`src/common/ebt_pkg.sv`:
```
// Constants and types for the external bus idle and wait timing block
package ebt_pkg;
   ////////////////////////////////////////////////////////////////////
   // Register map, Avalon byte addresses
   localparam int EBT_ADDR_W = 4;
   localparam logic [3:0] EBT_OFS_IDLE_EXT = 4'h0;
   localparam logic [3:0] EBT_OFS_WAIT = 4'h4;
   localparam logic [15:0] EBT_IDLE_EXT_RST = 16'hFFFF;
   localparam logic [15:0] EBT_WAIT_RST = 16'hFFFF;
   ////////////////////////////////////////////////////////////////////
   // Field layout
   localparam int EBT_NSP = 4;
   localparam int EBT_IW_LSB = 8;
   localparam int EBT_IW_W = 2;
   localparam int EBT_CW_LSB = 4;
   localparam int EBT_SW_LSB = 0;
   localparam int EBT_WC_W = 4;
   localparam logic [1:0] EBT_IW_MAX = 2'h3;
   ////////////////////////////////////////////////////////////////////
   // Bus states: idle, gap, leading stretch, T1, wait, T2, trailing
   typedef enum logic [2:0] {
      EBT_IDLE, EBT_GAP, EBT_LEAD, EBT_T1, EBT_TW, EBT_T2, EBT_TRAIL
   } ebt_state_t;
endpackage : ebt_pkg

```
`src/ebt_ctrl.sv`:
```
// External bus controller with idle, stretch and wait timing per space
//
// Contract
// - Idle/extension register resets to all ones
// - Wait register resets to all ones
// - Post-read idles before access to other space
// - Post-read idles also before same-space write
// - Idle count taken from earlier access space
// - Post-read idle fields in bits 15:8
// - Idle field value equals idle count
// - Same-space idle negates chip select once
// - Write after read uses larger idle count
// - Same-space idle bits 7:4, one cycle
// - Stretch adds one cycle before, one after
// - Stretch enable bits 3:0 per space
// - Write data held through trailing cycle
// - Four-bit wait count per space
// - Zero waits ignores external wait input
// - Plain access takes two bus states
// - External wait sampled one cycle early
// - Stretch cycles assert only chip select
// - Existing idles reduce inserted idle count
//
// Our own choices: the register addresses and register access over Avalon-MM.
`timescale 1ns/10ps
`default_nettype none
module ebt_ctrl
   import ebt_pkg::*;
(
   input wire logic core_clk_in,
   input wire logic sys_rst_in,
   input wire logic hw_standby_in,
   input wire logic [EBT_ADDR_W-1:0] avs_address_in,
   input wire logic avs_read_in,
   input wire logic avs_write_in,
   input wire logic [31:0] avs_writedata_in,
   input wire logic [3:0] avs_byteenable_in,
   output logic [31:0] avs_readdata_out,
   output logic avs_waitrequest_out,
   input wire logic acc_req_in,
   input wire logic [1:0] acc_space_in,
   input wire logic acc_write_in,
   input wire logic [1:0] acc_byte_en_in,
   input wire logic [15:0] acc_wdata_in,
   output logic acc_ack_out,
   output logic acc_rvalid_out,
   output logic [15:0] acc_rdata_out,
   output logic [3:0] space_select_n_out,
   output logic read_strobe_n_out,
   output logic upper_write_strobe_n_out,
   output logic lower_write_strobe_n_out,
   output logic [15:0] ext_data_out,
   output logic ext_data_oe_out,
   input wire logic [15:0] ext_data_in,
   input wire logic ext_wait_n_in
);
   ////////////////////////////////////////////////////////////////////
   // Field extraction
   function automatic logic [1:0] iw_of(input logic [15:0] r,
                                        input logic [1:0] sp);
      iw_of = r[EBT_IW_LSB + EBT_IW_W * sp +: EBT_IW_W];
   endfunction : iw_of

   function automatic logic [3:0] wc_of(input logic [15:0] r,
                                        input logic [1:0] sp);
      wc_of = r[EBT_WC_W * sp +: EBT_WC_W];
   endfunction : wc_of

   ////////////////////////////////////////////////////////////////////
   // Register file on Avalon-MM
   logic [15:0] idle_ext_r;
   logic [15:0] wait_ctl_r;
   logic wreq_r;
   logic [31:0] rdata_r;
   wire bus_req = avs_read_in | avs_write_in;
   wire hit_idle = avs_address_in == EBT_OFS_IDLE_EXT;
   wire hit_wait = avs_address_in == EBT_OFS_WAIT;
   wire wr_take = avs_write_in & ~wreq_r;
   wire [15:0] rd_mux = hit_idle ? idle_ext_r :
                        hit_wait ? wait_ctl_r : 16'h0000;
   wire [15:0] be_mask = {{8{avs_byteenable_in[1]}},
                          {8{avs_byteenable_in[0]}}};
   wire [15:0] idle_ext_nxt = (idle_ext_r & ~be_mask) |
                              (avs_writedata_in[15:0] & be_mask);
   wire [15:0] wait_ctl_nxt = (wait_ctl_r & ~be_mask) |
                              (avs_writedata_in[15:0] & be_mask);

   // One wait cycle, then the answer in the cycle waitrequest is low
   always_ff @(posedge core_clk_in or posedge sys_rst_in) begin
      if (sys_rst_in) begin
         wreq_r <= 1'b1;
         rdata_r <= 32'h0000_0000;
      end else begin
         wreq_r <= ~(bus_req & wreq_r);
         if (avs_read_in & wreq_r)
            rdata_r <= {16'h0000, rd_mux};
      end
   end

   // Only power-on reset and hardware standby reinitialise
   always_ff @(posedge core_clk_in or posedge sys_rst_in) begin
      if (sys_rst_in) begin
         idle_ext_r <= EBT_IDLE_EXT_RST;
         wait_ctl_r <= EBT_WAIT_RST;
      end else if (hw_standby_in) begin
         idle_ext_r <= EBT_IDLE_EXT_RST;
         wait_ctl_r <= EBT_WAIT_RST;
      end else begin
         if (wr_take & hit_idle)
            idle_ext_r <= idle_ext_nxt;
         if (wr_take & hit_wait)
            wait_ctl_r <= wait_ctl_nxt;
      end
   end

   assign avs_waitrequest_out = wreq_r;
   assign avs_readdata_out = rdata_r;

   ////////////////////////////////////////////////////////////////////
   // Access sequencer state
   ebt_state_t state_r, state_nxt, start_st;
   logic [1:0] sp_r, last_sp_r, be_r, gap_r, idle_cnt_r;
   logic wr_r, last_rd_r, hist_r, stretch_r, ack_r, wait_smp_r;
   logic [15:0] wd_r;
   logic [3:0] wc_r, wcnt_r;

   wire in_idle = state_r == EBT_IDLE;
   wire last_st = (state_r == EBT_T2 & ~stretch_r) |
                  state_r == EBT_TRAIL;
   wire accept = acc_req_in & ~ack_r & (in_idle | last_st);
   // While the final state runs, the previous access is the current one
   wire [1:0] prev_sp = in_idle ? last_sp_r : sp_r;
   wire prev_rd = in_idle ? last_rd_r : ~wr_r;
   wire prev_ok = in_idle ? hist_r : 1'b1;
   wire same_sp = prev_ok & (acc_space_in == prev_sp);
   wire rd_hazard = prev_ok & prev_rd & (~same_sp | acc_write_in);
   wire [1:0] pr_need = rd_hazard ? iw_of(idle_ext_r, prev_sp)
                                  : 2'b00;
   wire [1:0] cw_need = same_sp ?
        {1'b0, idle_ext_r[EBT_CW_LSB + prev_sp]} : 2'b00;
   wire [1:0] need = (pr_need > cw_need) ? pr_need : cw_need;
   wire [2:0] have = in_idle ? {1'b0, idle_cnt_r} + 3'd1 : 3'd0;
   wire [2:0] short3 = ({1'b0, need} > have) ?
        {1'b0, need} - have : 3'd0;
   wire [1:0] short = short3[1:0];
   wire new_stretch = idle_ext_r[EBT_SW_LSB + acc_space_in];
   wire [3:0] new_wc = wc_of(wait_ctl_r, acc_space_in);
   wire wait_end = (wcnt_r == 4'h1) & ~wait_smp_r;

   assign start_st = (short != 2'b00) ? EBT_GAP :
                     new_stretch ? EBT_LEAD : EBT_T1;

   always_comb begin
      state_nxt = state_r;
      case (state_r)
         EBT_IDLE: begin
            if (accept)
               state_nxt = start_st;
         end
         EBT_GAP: begin
            if (gap_r == 2'h1)
               state_nxt = stretch_r ? EBT_LEAD : EBT_T1;
         end
         EBT_LEAD: state_nxt = EBT_T1;
         EBT_T1: state_nxt = (wc_r != 4'h0) ? EBT_TW : EBT_T2;
         EBT_TW: begin
            if (wait_end)
               state_nxt = EBT_T2;
         end
         EBT_T2: begin
            if (stretch_r)
               state_nxt = EBT_TRAIL;
            else
               state_nxt = accept ? start_st : EBT_IDLE;
         end
         EBT_TRAIL: state_nxt = accept ? start_st : EBT_IDLE;
         default: state_nxt = EBT_IDLE;
      endcase
   end

   // Per-access settings are frozen when the access is taken
   wire [1:0] sp_nxt = accept ? acc_space_in : sp_r;
   wire wr_nxt = accept ? acc_write_in : wr_r;
   wire [1:0] be_nxt = accept ? acc_byte_en_in : be_r;
   wire [15:0] wd_nxt = accept ? acc_wdata_in : wd_r;
   wire cs_on = state_nxt inside {EBT_LEAD, EBT_T1, EBT_TW, EBT_T2,
                                  EBT_TRAIL};
   wire strobe_ph = state_nxt inside {EBT_T1, EBT_TW, EBT_T2};
   wire wstrobe_ph = state_nxt inside {EBT_T1, EBT_TW};
   wire oe_nxt = wr_nxt & (strobe_ph | state_nxt == EBT_TRAIL);
   wire [3:0] cs_n_nxt = cs_on ? ~(4'h1 << sp_nxt) : 4'hF;

   always_ff @(posedge core_clk_in or posedge sys_rst_in) begin
      if (sys_rst_in) begin
         state_r <= EBT_IDLE;
         sp_r <= 2'h0;
         wr_r <= 1'b0;
         be_r <= 2'h0;
         wd_r <= 16'h0000;
         wc_r <= 4'h0;
         stretch_r <= 1'b0;
         ack_r <= 1'b0;
      end else begin
         state_r <= state_nxt;
         sp_r <= sp_nxt;
         wr_r <= wr_nxt;
         be_r <= be_nxt;
         wd_r <= wd_nxt;
         ack_r <= accept;
         if (accept) begin
            wc_r <= new_wc;
            stretch_r <= new_stretch;
         end
      end
   end

   // Gap, wait and history counters
   always_ff @(posedge core_clk_in or posedge sys_rst_in) begin
      if (sys_rst_in) begin
         gap_r <= 2'h0;
         wcnt_r <= 4'h0;
         wait_smp_r <= 1'b0;
         last_sp_r <= 2'h0;
         last_rd_r <= 1'b0;
         hist_r <= 1'b0;
         idle_cnt_r <= 2'h0;
      end else begin
         wait_smp_r <= ~ext_wait_n_in;
         if (accept)
            gap_r <= short;
         else if (state_r == EBT_GAP)
            gap_r <= gap_r - 2'h1;
         if (state_r == EBT_T1)
            wcnt_r <= wc_r;
         else if (state_r == EBT_TW && wcnt_r > 4'h1)
            wcnt_r <= wcnt_r - 4'h1;
         if (last_st) begin
            last_sp_r <= sp_r;
            last_rd_r <= ~wr_r;
            hist_r <= 1'b1;
         end
         if (!in_idle)
            idle_cnt_r <= 2'h0;
         else if (idle_cnt_r != EBT_IW_MAX)
            idle_cnt_r <= idle_cnt_r + 2'h1;
      end
   end

   // Pins and answers, each from a flip-flop
   always_ff @(posedge core_clk_in or posedge sys_rst_in) begin
      if (sys_rst_in) begin
         space_select_n_out <= 4'hF;
         read_strobe_n_out <= 1'b1;
         upper_write_strobe_n_out <= 1'b1;
         lower_write_strobe_n_out <= 1'b1;
         ext_data_out <= 16'h0000;
         ext_data_oe_out <= 1'b0;
         acc_rvalid_out <= 1'b0;
         acc_rdata_out <= 16'h0000;
      end else begin
         space_select_n_out <= cs_n_nxt;
         read_strobe_n_out <= ~(strobe_ph & ~wr_nxt);
         upper_write_strobe_n_out <= ~(wstrobe_ph & wr_nxt & be_nxt[1]);
         lower_write_strobe_n_out <= ~(wstrobe_ph & wr_nxt & be_nxt[0]);
         ext_data_out <= wd_nxt;
         ext_data_oe_out <= oe_nxt;
         acc_rvalid_out <= (state_r == EBT_T2) & ~wr_r;
         if (state_r == EBT_T2 && !wr_r)
            acc_rdata_out <= ext_data_in;
      end
   end

   assign acc_ack_out = ack_r;
endmodule : ebt_ctrl
`default_nettype wire

```
`config.mk`:
```
export PLATFORM = sky130hd
export DESIGN_NAME = ebt_ctrl
export DESIGN_NICKNAME = d
export VERILOG_FILES = /design/src/common/ebt_pkg.sv /design/src/ebt_ctrl.sv
export SDC_FILE = /design/constraint.sdc
export NUM_CORES = 1
export LEC_CHECK = 0
export ABC_AREA = 1
export ABC_CLOCK_PERIOD_IN_PS = 4400
export BUFFER_PORTS_ARGS = -buffer_cell sky130_fd_sc_hd__buf_2
export CORE_MARGIN = 4
export CORE_UTILIZATION = 50
export DETAILED_ROUTE_END_ITERATION = 6
export GPL_TIMING_DRIVEN = 0
export PLACE_DENSITY = 0.84
export SLEW_MARGIN = 0
export SYNTH_ARGS = -nofsm -noshare
export SYNTH_HDL_FRONTEND = slang
export SYNTH_SLANG_ARGS = --single-unit
```
`constraint.sdc`:
```
create_clock -name core_clk_in -period 4.4 [get_ports core_clk_in]
set_input_delay 0.88 -clock core_clk_in [delete_from_list [all_inputs] [get_ports core_clk_in]]
set_output_delay 0.88 -clock core_clk_in [all_outputs]
set_load 0.02 [all_outputs]
```
---- After elaboration in Yosys (flattened, before gate mapping) ----
Index checks and enable logic that the tools add are counted.
word-level totals
  word-level logic and storage cells ...... 152
  output and inout port bits .............. 75
  bits in registers ....................... 117
operators by class
  $lt $le $gt $ge ......................... 5
  mux-type cells .......................... 38
  add/sub/neg operators ................... 7
  shift operators ......................... 3
  equal/unequal tests ..................... 17
  bitwise logic cells ..................... 42
  reduce and logical (&&, ||, !) cells .... 14
operator list
  cell                   number
  $mux W16               6
  $and A16 B16 Y16       3
  $or A16 B16 Y16        2
  $mux W2                12
  $pmux W3 S7            1
  $and A1 B1 Y1          18
  $eq A3 B3 Y1 const B   6
  $not A16 Y16           1
  $shiftx A16 B5 Y4      1
  $shiftx A16 B6 Y2      1
  $mux W3                5
  $eq A3 B2 Y1 const B   4
  $mux W4                3
  $not A1 Y1             12
  $reduce_bool A2 Y1     6
  $mux W1                9
  $add A4 B3 Y5 const A  1
  $lt A2 B5 Y1 const B   1
  $lt A4 B5 Y1 const B   1
  $or A1 B1 Y1           5
  $reduce_bool A5 Y1     1
  $add A3 B2 Y4 const A  1
  $bmux W1 S4            1
  $eq A4 B1 Y1 const B   1
  other kinds (23)       24

---- Longest topological paths before layout ----
Gate-level depths: netlist of run 1.
  word-level depth ........................ 22
  mapped depth ............................ 27
  depth with buffers taken out ............ 27

---- Worst setup path after synthesis of run 1 ----
Ideal clock, no wire load.
  path kind ............................... input port to flip-flop
  from .................................... in acc_space_in[0]
  to ...................................... reg upper_write_strobe_n_out
  cell stages on the path ................. 22
  setup time .............................. 0.066 ns
  setup slack ............................. 1.002 ns
  path buffers ............................ 1
  arrival ................................. 3.332 ns
  cell sequence ........................... inv_1 clkbuf_1 xor2_1 and2_1 nand2_1 inv_1 ha_1 or2_2 nand3_1 nand2_1 ha_1 nand2_1 inv_1 a21oi_1 nand3_1 nand2_1 nor2_1 nor2_1 nand2_1 nand2_1 nand2_1 nand4_1
on the way
  cells in the longest elaborated chain, start to end .. 20
ends and longest elaborated chain
  item                                          line                              source
  from (decl)                                   ebt_ctrl.sv:41                    input wire logic [1:0] acc_space_in,
  $eq A2 B2 Y1 *                                ebt_ctrl.sv:135                   wire same_sp = prev_ok & (acc_space_in == prev_sp);
  $and A1 B1 Y1 *                               ebt_ctrl.sv:135
  $not A1 Y1                                    ebt_ctrl.sv:136                   wire rd_hazard = prev_ok & prev_rd & (~same_sp | acc_write_in);
  $or A1 B1 Y1                                  ebt_ctrl.sv:136
  $and A1 B1 Y1                                 ebt_ctrl.sv:136
  $mux W2                                       ebt_ctrl.sv:137                   wire [1:0] pr_need = rd_hazard ? iw_of(idle_ext_r, prev_sp)
  $gt A2 B1 Y1                                  ebt_ctrl.sv:141                   wire [1:0] need = (pr_need > cw_need) ? pr_need : cw_need;
  $mux W2 *                                     ebt_ctrl.sv:141
  (+4 left out)                                 -
  $mux W2                                       ebt_ctrl.sv:174, ebt_ctrl.sv:176
  $mux W3                                       ebt_ctrl.sv:171                   if (stretch_r)
  $pmux W3 S7 *                                 ebt_ctrl.sv:155                   case (state_r)
  net state_nxt[1]                              ebt_ctrl.sv:121                   ebt_state_t state_r, state_nxt, start_st;
  $eq A3 B2 Y1 or $eq A3 B3 Y1 (tied branches)  ebt_ctrl.sv:189                   wire wstrobe_ph = state_nxt inside {EBT_T1, EBT_TW};
  $reduce_bool A2 Y1 *                          ebt_ctrl.sv:189
  $and A1 B1 Y1 * (2 in series)                 ebt_ctrl.sv:263                   upper_write_strobe_n_out <= ~(wstrobe_ph & wr_nxt & be_nxt[1]);
  $not A1 Y1 *                                  ebt_ctrl.sv:263
  to (signal assigned)                          ebt_ctrl.sv:263
  to (decl)                                     ebt_ctrl.sv:50                    output logic upper_write_strobe_n_out,
Mark *: on every way through the listed nets, which the timed path passes. The rest lies on a longest branch. The select of a mux whose other input is x is not followed.
A chain may end at the register's enable or synchronous reset.

---- Worst setup path after layout of run 1 ----
  from .................................... reg state_r[1]
  to ...................................... reg upper_write_strobe_n_out
on the way
  cells in the longest elaborated chain, start to end .. 22
ends and longest elaborated chain
  item                                                                    line             source
  from (decl)                                                             ebt_ctrl.sv:121
  from (signal assigned)                                                  ebt_ctrl.sv:204  state_r <= state_nxt;
  parallel branches: the longest is 16 deep, another holds $add A4 B3 Y5  -
  $pmux W3 S7 *                                                           ebt_ctrl.sv:155
  net state_nxt[1]                                                        ebt_ctrl.sv:121
  $eq A3 B2 Y1 or $eq A3 B3 Y1 (tied branches)                            ebt_ctrl.sv:189
  $reduce_bool A2 Y1 *                                                    ebt_ctrl.sv:189
  $and A1 B1 Y1 * (2 in series)                                           ebt_ctrl.sv:263
  $not A1 Y1 *                                                            ebt_ctrl.sv:263
Mark *: on every way through the listed nets, which the timed path passes. The select of a mux whose other input is x is not followed.

==> results of run 1 <==
## logic make-up (layout without fill, tap and decap cells)
family / Yosys count / count (layout) / share of synthesized area
and+or+nand+nor: 235 / 235 / 0.183
muxes: 1 / 1 / 0.00206
other: 1 / 16 / 0.000684
adders and majority gates: 7 / 7 / 0.0160
buffers and inverters: 113 / 266 / 0.0909
DFF: 117 / 117 / 0.544
AOI/OAI and AO/OA: 140 / 140 / 0.156
xor gates and xnor gates: 5 / 5 / 0.00799
## per-stage QoR
step                power [W]   util  worst slack [ps]  instances  hold WS (ps)
floorplan             0.00306      -               485        634           445
global placement      0.00352  0.600              -672        890           450
detailed placement    0.00365  0.603               492        891           454
CTS                   0.00502  0.658               670        923           423
global route          0.00536  0.658               295        923           452
finish                0.00501  0.658               624        923           413
## state kept, by name, summed over array words and instances, names as in the netlist, 2 cells and up
| name | cells |
|---|---|
| wait_ctl_r | 16 |
| idle_cnt_r | 2 |
| avs_readdata_out | 16 |
| be_r | 2 |
| acc_rdata_out | 16 |
| idle_ext_r | 16 |
| ext_data_out | 16 |
| last_sp_r | 2 |
| wcnt_r | 4 |
| wc_r | 4 |
| state_r | 3 |
| sp_r | 2 |
| space_select_n_out | 4 |
| gap_r | 2 |
## worst max-delay path, stage by stage, from the launching register on
cell and delay (ps):
sky130_fd_sc_hd__dfrtp_1 470, sky130_fd_sc_hd__nor2_2 250, sky130_fd_sc_hd__nand2_4 120, sky130_fd_sc_hd__o21ai_2 180
sky130_fd_sc_hd__buf_6 160, sky130_fd_sc_hd__o21ai_0 80, sky130_fd_sc_hd__o22ai_1 210, sky130_fd_sc_hd__nand3_1 130
sky130_fd_sc_hd__ha_1 310, sky130_fd_sc_hd__or2_2 300, sky130_fd_sc_hd__nand3_1 80, sky130_fd_sc_hd__nand2_1 60
sky130_fd_sc_hd__ha_1 280, sky130_fd_sc_hd__nand2_1 90, sky130_fd_sc_hd__inv_1 40, sky130_fd_sc_hd__a21oi_1 120
sky130_fd_sc_hd__nand3_1 120, sky130_fd_sc_hd__nand2_1 110, sky130_fd_sc_hd__nor2_1 70, sky130_fd_sc_hd__nor2_1 140
sky130_fd_sc_hd__nand2_1 100, sky130_fd_sc_hd__nand2_1 80, sky130_fd_sc_hd__nand2_1 90, sky130_fd_sc_hd__nand4_1 100
## power groups by stage
stage                     clock [W]  sequential [W]  combinational, W
after floorplan                   0         0.00191           0.00115
after global placement            0         0.00167           0.00185
after detailed placement          0         0.00169           0.00195
after CTS                   0.00133         0.00168           0.00200
after global routing        0.00140         0.00173           0.00224
final                       0.00132         0.00169           0.00200
## final cells by class
| class | instances | area share |
|---|---|---|
| Timing Repair Buffer | 121 | 0.0908 |
| Sequential cell | 117 | 0.431 |
| Tap cell | 136 | 0.0246 |
| Inverter | 74 | 0.0405 |
| Clock buffer | 23 | 0.0689 |
| Buffer | 39 | 0.0318 |
| Multi-Input combinational cell | 404 | 0.298 |
| Clock inverter | 9 | 0.0148 |
## placed cells by master (no fill, tap or decap), types with 4 or more instances in the layout
| cell type | Yosys | routed |
|---|---|---|
| sky130_fd_sc_hd__nand2_1 | 151 | 151 |
| sky130_fd_sc_hd__buf_2 | 5 | 125 |
| sky130_fd_sc_hd__dfrtp_1 | 77 | 77 |
| sky130_fd_sc_hd__inv_1 | 69 | 68 |
| sky130_fd_sc_hd__a21oi_1 | 44 | 44 |
| sky130_fd_sc_hd__dfstp_2 | 40 | 40 |
| sky130_fd_sc_hd__nor2_1 | 38 | 38 |
| sky130_fd_sc_hd__o22ai_1 | 32 | 32 |
| sky130_fd_sc_hd__o21ai_0 | 30 | 30 |
| sky130_fd_sc_hd__nand3_1 | 21 | 21 |
| sky130_fd_sc_hd__clkbuf_1 | 15 | 17 |
| sky130_fd_sc_hd__a221oi_1 | 16 | 16 |
| sky130_fd_sc_hd__buf_4 | 16 | 16 |
| sky130_fd_sc_hd__conb_1 | 1 | 16 |
| sky130_fd_sc_hd__clkbuf_16 | 0 | 16 |
| sky130_fd_sc_hd__nor2_2 | 7 | 7 |
| sky130_fd_sc_hd__ha_1 | 7 | 7 |
| sky130_fd_sc_hd__o211ai_1 | 6 | 6 |
| sky130_fd_sc_hd__inv_2 | 5 | 5 |
| sky130_fd_sc_hd__clkbuf_8 | 0 | 5 |
| sky130_fd_sc_hd__xnor2_1 | 4 | 4 |
| sky130_fd_sc_hd__nand4_1 | 4 | 4 |
| sky130_fd_sc_hd__nor3_1 | 4 | 4 |
| sky130_fd_sc_hd__clkinv_2 | 0 | 4 |
## final timing paths
check                                              start                                  to  slack (ps)
max in group asynchronous                     sys_rst_in     space_select_n_out[2]$_DFF_PP1_        3210
hold / removal                                sys_rst_in    avs_readdata_out[14]$_DFFE_PP0P_         410
setup / recovery                    state_r[1]$_DFF_PP0_  upper_write_strobe_n_out$_DFF_PP1_         620
min in group core_clk_in   acc_rdata_out[15]$_DFFE_PP0P_       acc_rdata_out[15]$_DFFE_PP0P_         470
hold reg to reg            acc_rdata_out[15]$_DFFE_PP0P_       acc_rdata_out[15]$_DFFE_PP0P_         470
setup reg to reg                    state_r[1]$_DFF_PP0_  upper_write_strobe_n_out$_DFF_PP1_         620
## routing by layer
layer  routed length [um]  vias to the layer above
met5                    0                        -
met4                  337                        0
met3                  828                       32
met2                 7700                      194
met1                 5790                     2386
li1                     -                     2326
==> reports/results.ini, run 1 <==
[run_status]
status=finished, final reports clean

[synth]
ys_async_sr_fraction=1.00
netlist_top_cells_area=sky130_fd_sc_hd__dfrtp_1 35%, sky130_fd_sc_hd__dfstp_2 19%, sky130_fd_sc_hd__nand2_1 10%, sky130_fd_sc_hd__inv_1 4.7%, sky130_fd_sc_hd__a21oi_1 4.0%
synthesis.area_mm2=0.00548
synth.distinct_cells=41
yosys_warnings=0
synth_area_per_cell_um2=8.85
synth.top_cells.by_count=151 x sky130_fd_sc_hd__nand2_1, 77 x sky130_fd_sc_hd__dfrtp_1, 69 x sky130_fd_sc_hd__inv_1
synth_top_area_frac=0.352
synth_seq_area_share=0.544
synthCells=619
postSynth.topFlopCell=sky130_fd_sc_hd__dfrtp_1
flip_flop_and_latch_count_after_synthesis=117
post-synth-top-count-cell=sky130_fd_sc_hd__nand2_1
largest_area_contributor_in_the_netlist=sky130_fd_sc_hd__dfrtp_1
synth-edff-count=0

[clocking]
cts.htree.levels=4
cts_hold_buffers=0
clockRootBuffer=sky130_fd_sc_hd__clkbuf_8
tritoncts_sink_count=117
post_cts.repair.setup_buffers=0
clk_lat_worst_skew_ps=520
cts-resized-gates=0
cts_tree=built
clkTransAtPathRegs_ps=60
numCtsBuffers=17
cts.path.max_buffers=2

[timing]
timing.max_slew.rel_slack=0.624
tns_ps=0
layout_worst_path_cycle_share=0.858
finClkSkew_ps=8.57
worst_pin_slew_ps=562
finalHoldViolations=0
report.final.setup_viol=0
slew_violations=0
max_freq_mhz=265
fin_crit_ps=3780
setup_repair_after_global_routing_missed_its_margin=no

[power]
switching_part_of_the_total=0.399
p_clk_frac=0.264
share_comb_of_total_power=0.399
vdd_drop_max_mv=0.299
power.share.sequential=0.337
power.density_cell_area_mw_per_mm2=725
leakage_nw=3.59
power.switching_w=0.00200
power.internal_w=0.00301

[grt]
grtUsageMet3=0.0582
globalRoute.totalOverflow=0
grt_antenna_before_repair=0
first_global_vias=5080
grt_max_degree=79
grt_pass1_wl_um=24300
groute.usage.overall=0.237
grt_most_used_layer=met2
grt_use_met1=0.285
global_route.usage.met2=0.406

[finish]
final_instance_area_mm2=0.00692
fill_cells=817
post_route_cells_drive_above_1_share=0.304
synthToLayoutAreaGrowth_pct=26.2
multiInputGateArea_mm2=0.00206
diodes=0
final_nets=865
regArea_mm2=0.00298

[floorplanning]
design.core.area_mm2=0.0105
initial_core_util=0.521
num_io_pins=159
die_width_um=113
fp.dieArea_mm2=0.0127
row_count=37
floorplan.die.height_um=113

[worst_setup_path]
timing_worst_setup_path_type=flop to flop
worstPathArrival_ps=4230
crit_required_ps=4850
endpoint_kind=flop
worstSetupStartpointType=flop
highest_fanout_seen_on_the_critical_path=10
worst-r2r-cell-count=23

[route]
post-route-drc-count=0
avgRoutedWirePerCell_um=15.9
antenna_violating_nets_post_route=0
drt-initial-drc-count=394
drt-pass1-iter-count=5
detail_route.vias_per_cell=5.35
num_vias=4938
total_wire_length_um=14700

[place]
dpl.hpwl_um=10500
io_buffer_count=120
gp_congestion=0.877
postPlaceCellArea_mm2=0.00634

[job]
max-cap-violations=0

[min_path]
timing.hold.worst.class=input pin to async pin

Note: power is estimated with default switching activity, not from simulation.
==> run 2: changes to the inputs <==
PLACE_DENSITY = not set   (was 0.84)
PLACE_DENSITY_LB_ADDON = 0.2   (was not set)
==> reports/results.ini, run 2 (synthesis gave the netlist of run 1 again) <==
[clocking]
clk_lat_worst_skew_ps=520
cts_hold_buffers=0
cts-resized-gates=0
cts.path.max_buffers=2
post_cts.repair.setup_buffers=0
tritoncts_sink_count=117
clkTransAtPathRegs_ps=60
cts.htree.levels=4
numCtsBuffers=17
clockRootBuffer=sky130_fd_sc_hd__clkbuf_8
cts_tree=built

[floorplanning]
initial_core_util=0.521
fp.dieArea_mm2=0.0127
num_io_pins=159
floorplan.die.height_um=113
design.core.area_mm2=0.0105
row_count=37
die_width_um=113

[power]
leakage_nw=3.61
power.total_w=0.00502
p_clk_frac=0.285
vdd_drop_max_mv=0.352
power.share.sequential=0.333
power.internal_w=0.00311
switching_part_of_the_total=0.381
power.density_cell_area_mw_per_mm2=722
power.switching_w=0.00191
share_comb_of_total_power=0.382

[worst_setup_path]
worstPathArrival_ps=4110
endpoint_kind=flop
timing_worst_setup_path_type=flop to flop
worst-r2r-cell-count=23
highest_fanout_seen_on_the_critical_path=10
crit_required_ps=4860
worstSetupStartpointType=flop

[timing]
worst_pin_slew_ps=721
fin_crit_ps=3660
report.final.setup_viol=0
setup_repair_after_global_routing_missed_its_margin=no
max_freq_mhz=274
layout_worst_path_cycle_share=0.831
tns_ps=0
finClkSkew_ps=9.22
final_critical_path_setup_slack_ps=744
slew_violations=0
finalHoldViolations=0
timing.max_slew.rel_slack=0.519

[min_path]
worstHoldPathCells=2
timing.hold.worst.class=flop to flop

[finish]
post_route_cells_drive_above_1_share=0.302
fill_cells=844
mostFrequentLayoutCell=sky130_fd_sc_hd__nand2_1
diodes=0
final_cells=923
final_nets=865
final_cell_mix=151 x sky130_fd_sc_hd__nand2_1, 125 x sky130_fd_sc_hd__buf_2, 77 x sky130_fd_sc_hd__dfrtp_1
synthToLayoutAreaGrowth_pct=26.9
postLayoutCoreUtil=0.662

[grt]
grt_antenna_before_repair=0
groute.usage.overall=0.222
grt_pass1_wl_um=22900
globalRoute.totalOverflow=0
first_global_vias=4834
grt_max_degree=61

[route]
detail_route.vias_per_cell=5.22
avgRoutedWirePerCell_um=14.7
antenna_violating_nets_post_route=0
drt-pass1-iter-count=5
total_wire_length_um=13600
drt-initial-drc-count=309
num_vias=4816
post-route-drc-count=0

[place]
gp_congestion=0.909
dpl.hpwl_um=9780
placement.setup.worst_slack_ps=532
placed_cells_incl_taps=891
io_buffer_count=120

[run_status]
status=finished, final reports clean

[job]
max-cap-violations=0

## run 2: cell count changes in the layout (fill, tap and decap cells not counted), sizes merged
cell	change
bufinv	+2
clkinv	-1
clkinvlp	-1
## run 2: area by class of cell
class                      count  area [um2]  share of cell area
timing repair buffer         121         628              0.0903
clock inverter                 9         150              0.0216
multi-input combinational    404        2060               0.296
inverter                      74         280              0.0403
clock buffer                  23         467              0.0671
tap                          136         170              0.0245
buffer                        39         220              0.0317
sequential                   117        2980               0.428
## run 2: routing by layer
layer | global-route usage | vias up | wire length, um
met5 | 0 | - | 0
met4 | 0.0777 | 0 | 239
met3 | 0.0582 | 23 | 984
met2 | 0.355 | 188 | 6490
met1 | 0.294 | 2265 | 5900
li1 | - | 2340 | -
## run 2: metrics by stage
stage                     instance area [um2]  hold WS [ps]
after global routing                     6950           482
final                                    6950           465
after floorplan                          5540           445
after CTS                                6950           470
after global placement                   6310           448
after detailed placement                 6340           455
## run 2: path summary, 6_finish.rpt
check                                                     end                           from  slack, ps
worst max-delay path              read_strobe_n_out$_DFF_PP1_           state_r[1]$_DFF_PP0_        740
worst min-delay path            acc_rdata_out[14]$_DFFE_PP0P_  acc_rdata_out[14]$_DFFE_PP0P_        470
worst max register to register    read_strobe_n_out$_DFF_PP1_           state_r[1]$_DFF_PP0_        740
worst min register to register  acc_rdata_out[14]$_DFFE_PP0P_  acc_rdata_out[14]$_DFFE_PP0P_        470
max in group asynchronous       avs_waitrequest_out$_DFF_PP1_                     sys_rst_in       3120
min in group asynchronous         ext_data_out[6]$_DFFE_PP0P_                     sys_rst_in        500
## run 2: worst max-delay path, cell delays in order (launching register included)
cell and delay (ps):
sky130_fd_sc_hd__dfrtp_1 460, sky130_fd_sc_hd__nor2_2 250, sky130_fd_sc_hd__nand2_4 120, sky130_fd_sc_hd__o21ai_2 200
sky130_fd_sc_hd__buf_6 160, sky130_fd_sc_hd__o21ai_0 80, sky130_fd_sc_hd__o22ai_1 200, sky130_fd_sc_hd__nand3_1 120
sky130_fd_sc_hd__ha_1 300, sky130_fd_sc_hd__or2_2 310, sky130_fd_sc_hd__nand3_1 80, sky130_fd_sc_hd__nand2_1 60
sky130_fd_sc_hd__ha_1 280, sky130_fd_sc_hd__nand2_1 90, sky130_fd_sc_hd__inv_1 40, sky130_fd_sc_hd__a21oi_1 110
sky130_fd_sc_hd__nand3_1 110, sky130_fd_sc_hd__nand2_1 90, sky130_fd_sc_hd__nor2_1 60, sky130_fd_sc_hd__nor2_1 120
sky130_fd_sc_hd__nand2_1 90, sky130_fd_sc_hd__nand2_1 80, sky130_fd_sc_hd__nand2_1 80, sky130_fd_sc_hd__nand3_1 100
## run 2: power groups by stage
stage | Clock, W | Combinational (W) | Sequential, W
floorplan | 0 | 0.00115 | 0.00191
detailed placement | 0 | 0.00192 | 0.00168
global route | 0.00150 | 0.00219 | 0.00171
CTS | 0.00146 | 0.00193 | 0.00167
finish | 0.00143 | 0.00192 | 0.00167
global placement | 0 | 0.00185 | 0.00167
==> run 3: changes to the inputs <==
ABC_CLOCK_PERIOD_IN_PS = 3000   (was 4400)
CORE_UTILIZATION = 47   (was 50)
clock period = 3 ns   (was 4.4 ns; I/O delays follow)
==> reports/results.ini, run 3 (synthesis gave the netlist of run 1 again) <==
[finish]
regArea_mm2=0.00298
final_nets=881
post_route_cells_drive_above_1_share=0.354
postLayoutCoreUtil=0.634
final_cell_mix=141 x sky130_fd_sc_hd__nand2_1, 125 x sky130_fd_sc_hd__buf_2, 76 x sky130_fd_sc_hd__dfrtp_1
mostFrequentLayoutCell=sky130_fd_sc_hd__nand2_1
fill_cells=967
final_instance_area_mm2=0.00724
multiInputGateArea_mm2=0.00220
diodes=0
synthToLayoutAreaGrowth_pct=32.1
final_cells=945

[route]
drt-pass1-iter-count=5
drt-initial-drc-count=310
antenna_violating_nets_post_route=0
detail_route.vias_per_cell=5.17
total_wire_length_um=14200
post-route-drc-count=0
num_vias=4884
avgRoutedWirePerCell_um=15.1

[timing]
max_freq_mhz=297
final_critical_path_setup_slack_ps=-366
fin_crit_ps=3370
timing.max_slew.rel_slack=0.498
worst_pin_slew_ps=752
finalHoldViolations=0
slew_violations=0
finClkSkew_ps=18.7
layout_worst_path_cycle_share=1.12
setup_repair_after_global_routing_missed_its_margin=yes
tns_ps=-3110
report.final.setup_viol=11

[clocking]
clkTransAtPathRegs_ps=50
numCtsBuffers=17
cts_tree=built
clk_lat_worst_skew_ps=420
cts.path.max_buffers=2
cts.htree.levels=4
clockRootBuffer=sky130_fd_sc_hd__clkbuf_16
tritoncts_sink_count=117

[place]
placed_cells_incl_taps=899
io_buffer_count=120
placement.setup.worst_slack_ps=-494
gp_congestion=0.872
postPlaceCellArea_mm2=0.00638
dpl.hpwl_um=10000

[worst_setup_path]
critical_path.startpoint=state_r[2]$_DFF_PP0_
rr_startpoint=state_r[2]$_DFF_PP0_
critical_path.reg2reg.endpoint=upper_write_strobe_n_out$_DFF_PP1_
highest_fanout_seen_on_the_critical_path=7
endpoint_kind=flop
regToRegSetupSlack_ps=-370
crit_required_ps=3350
timing_worst_setup_path_type=flop to flop
worst-r2r-cell-count=24
worstPathArrival_ps=3720
worstSetupStartpointType=flop

[floorplanning]
floorplan.die.height_um=116
fp.dieArea_mm2=0.0134
initial_core_util=0.480
die_width_um=116
row_count=39
design.core.area_mm2=0.0114
num_io_pins=159

[grt]
grt_max_degree=44
grt_antenna_before_repair=0
globalRoute.totalOverflow=0
grt_pass1_wl_um=22400
first_global_vias=4706
groute.usage.overall=0.213

[power]
power.density_cell_area_mw_per_mm2=1130
leakage_nw=3.72
vdd_drop_max_mv=0.740

[job]
max-cap-violations=0

[run_status]
status=finished with violations
violated_checks=setup timing

[min_path]
timing.hold.worst.class=input pin to async pin

run 3: cell count changes in the layout (fill, tap and decap cells not counted), moves of 4 or more:
cell and delta:
sky130_fd_sc_hd__nand3_1 -6, sky130_fd_sc_hd__nand3_2 +6, sky130_fd_sc_hd__nand2_1 -10, sky130_fd_sc_hd__o21ai_0 -4
sky130_fd_sc_hd__nand2_2 +7, sky130_fd_sc_hd__buf_4 +14
run 3: repair_timing:
item / in CTS / in global routing
setup endpoints to repair: 11 / 12
buffers inserted: 9 / 6
cloned: 1 / 0
resized for setup: 8 / 25
pin swaps: 14 / 17
hold buffers: 0 / 0
run 3: area by class of cell:
cell class,instances,share of cell area
multi-input cells,404,0.304
plain buffers,39,0.0306
well taps,143,0.0247
repair buffers,137,0.105
clock inverters,8,0.0168
clock buffers,23,0.0688
flip-flops and latches,117,0.412
inverters,74,0.0389
run 3: metrics by stage:
| stage | hold slack, ps | total power (W) |
|---|---|---|
| 3_5_place_dp | 454 | 0.00537 |
| 6_report | 322 | 0.00821 |
| 2_1_floorplan | 445 | 0.00454 |
| 5_1_grt | 317 | 0.00876 |
| 4_1_cts | 311 | 0.00776 |
| 3_3_place_gp | 448 | 0.00525 |
run 3: worst max path at each step:
stage | cells after the start | to
after floorplan | 25 | upper_write_strobe_n_out$_DFF_PP1_
after global placement | 25 | upper_write_strobe_n_out$_DFF_PP1_
after detailed placement | 25 | read_strobe_n_out$_DFF_PP1_
after CTS | 25 | upper_write_strobe_n_out$_DFF_PP1_
after global routing | 24 | upper_write_strobe_n_out$_DFF_PP1_
final | 24 | upper_write_strobe_n_out$_DFF_PP1_
run 3: report_power, final:
group | internal (W) | leakage (nW) | switching, W
combinational | 0.00145 | 2.07 | 0.00221
clock | 0.00141 | 0.305 | 0.000681
sequential | 0.00216 | 1.35 | 0.000302
total | 0.00502 | 3.72 | 0.00319
run 3: routing by layer:
layer / GRT usage / wire length, um / vias up
met5: 0 / 0 / -
met1: 0.276 / 6020 / 2334
met3: 0.0580 / 888 / 19
li1: - / - / 2369
met2: 0.342 / 7120 / 162
met4: 0.0828 / 211 / 0
run 3: worst max-delay path, stage by stage (launching register included):
cell and delay, ps:
sky130_fd_sc_hd__dfrtp_1 430, sky130_fd_sc_hd__inv_2 130, sky130_fd_sc_hd__nand2_4 120, sky130_fd_sc_hd__o21ai_4 210, sky130_fd_sc_hd__buf_6 140, sky130_fd_sc_hd__o21ai_2 60
sky130_fd_sc_hd__o22ai_2 180, sky130_fd_sc_hd__nand3_2 140, sky130_fd_sc_hd__ha_4 260, sky130_fd_sc_hd__or2_4 250, sky130_fd_sc_hd__nand2_2 70, sky130_fd_sc_hd__nand2_2 50
sky130_fd_sc_hd__nand2_2 80, sky130_fd_sc_hd__ha_4 210, sky130_fd_sc_hd__nand2_4 70, sky130_fd_sc_hd__inv_2 30, sky130_fd_sc_hd__a21oi_2 100, sky130_fd_sc_hd__nand3_2 90
sky130_fd_sc_hd__nand2_2 100, sky130_fd_sc_hd__nand2_1 110, sky130_fd_sc_hd__nand3_2 110, sky130_fd_sc_hd__nand2_2 70, sky130_fd_sc_hd__nand2_2 100, sky130_fd_sc_hd__nand2_4 60
sky130_fd_sc_hd__nand4_1 110
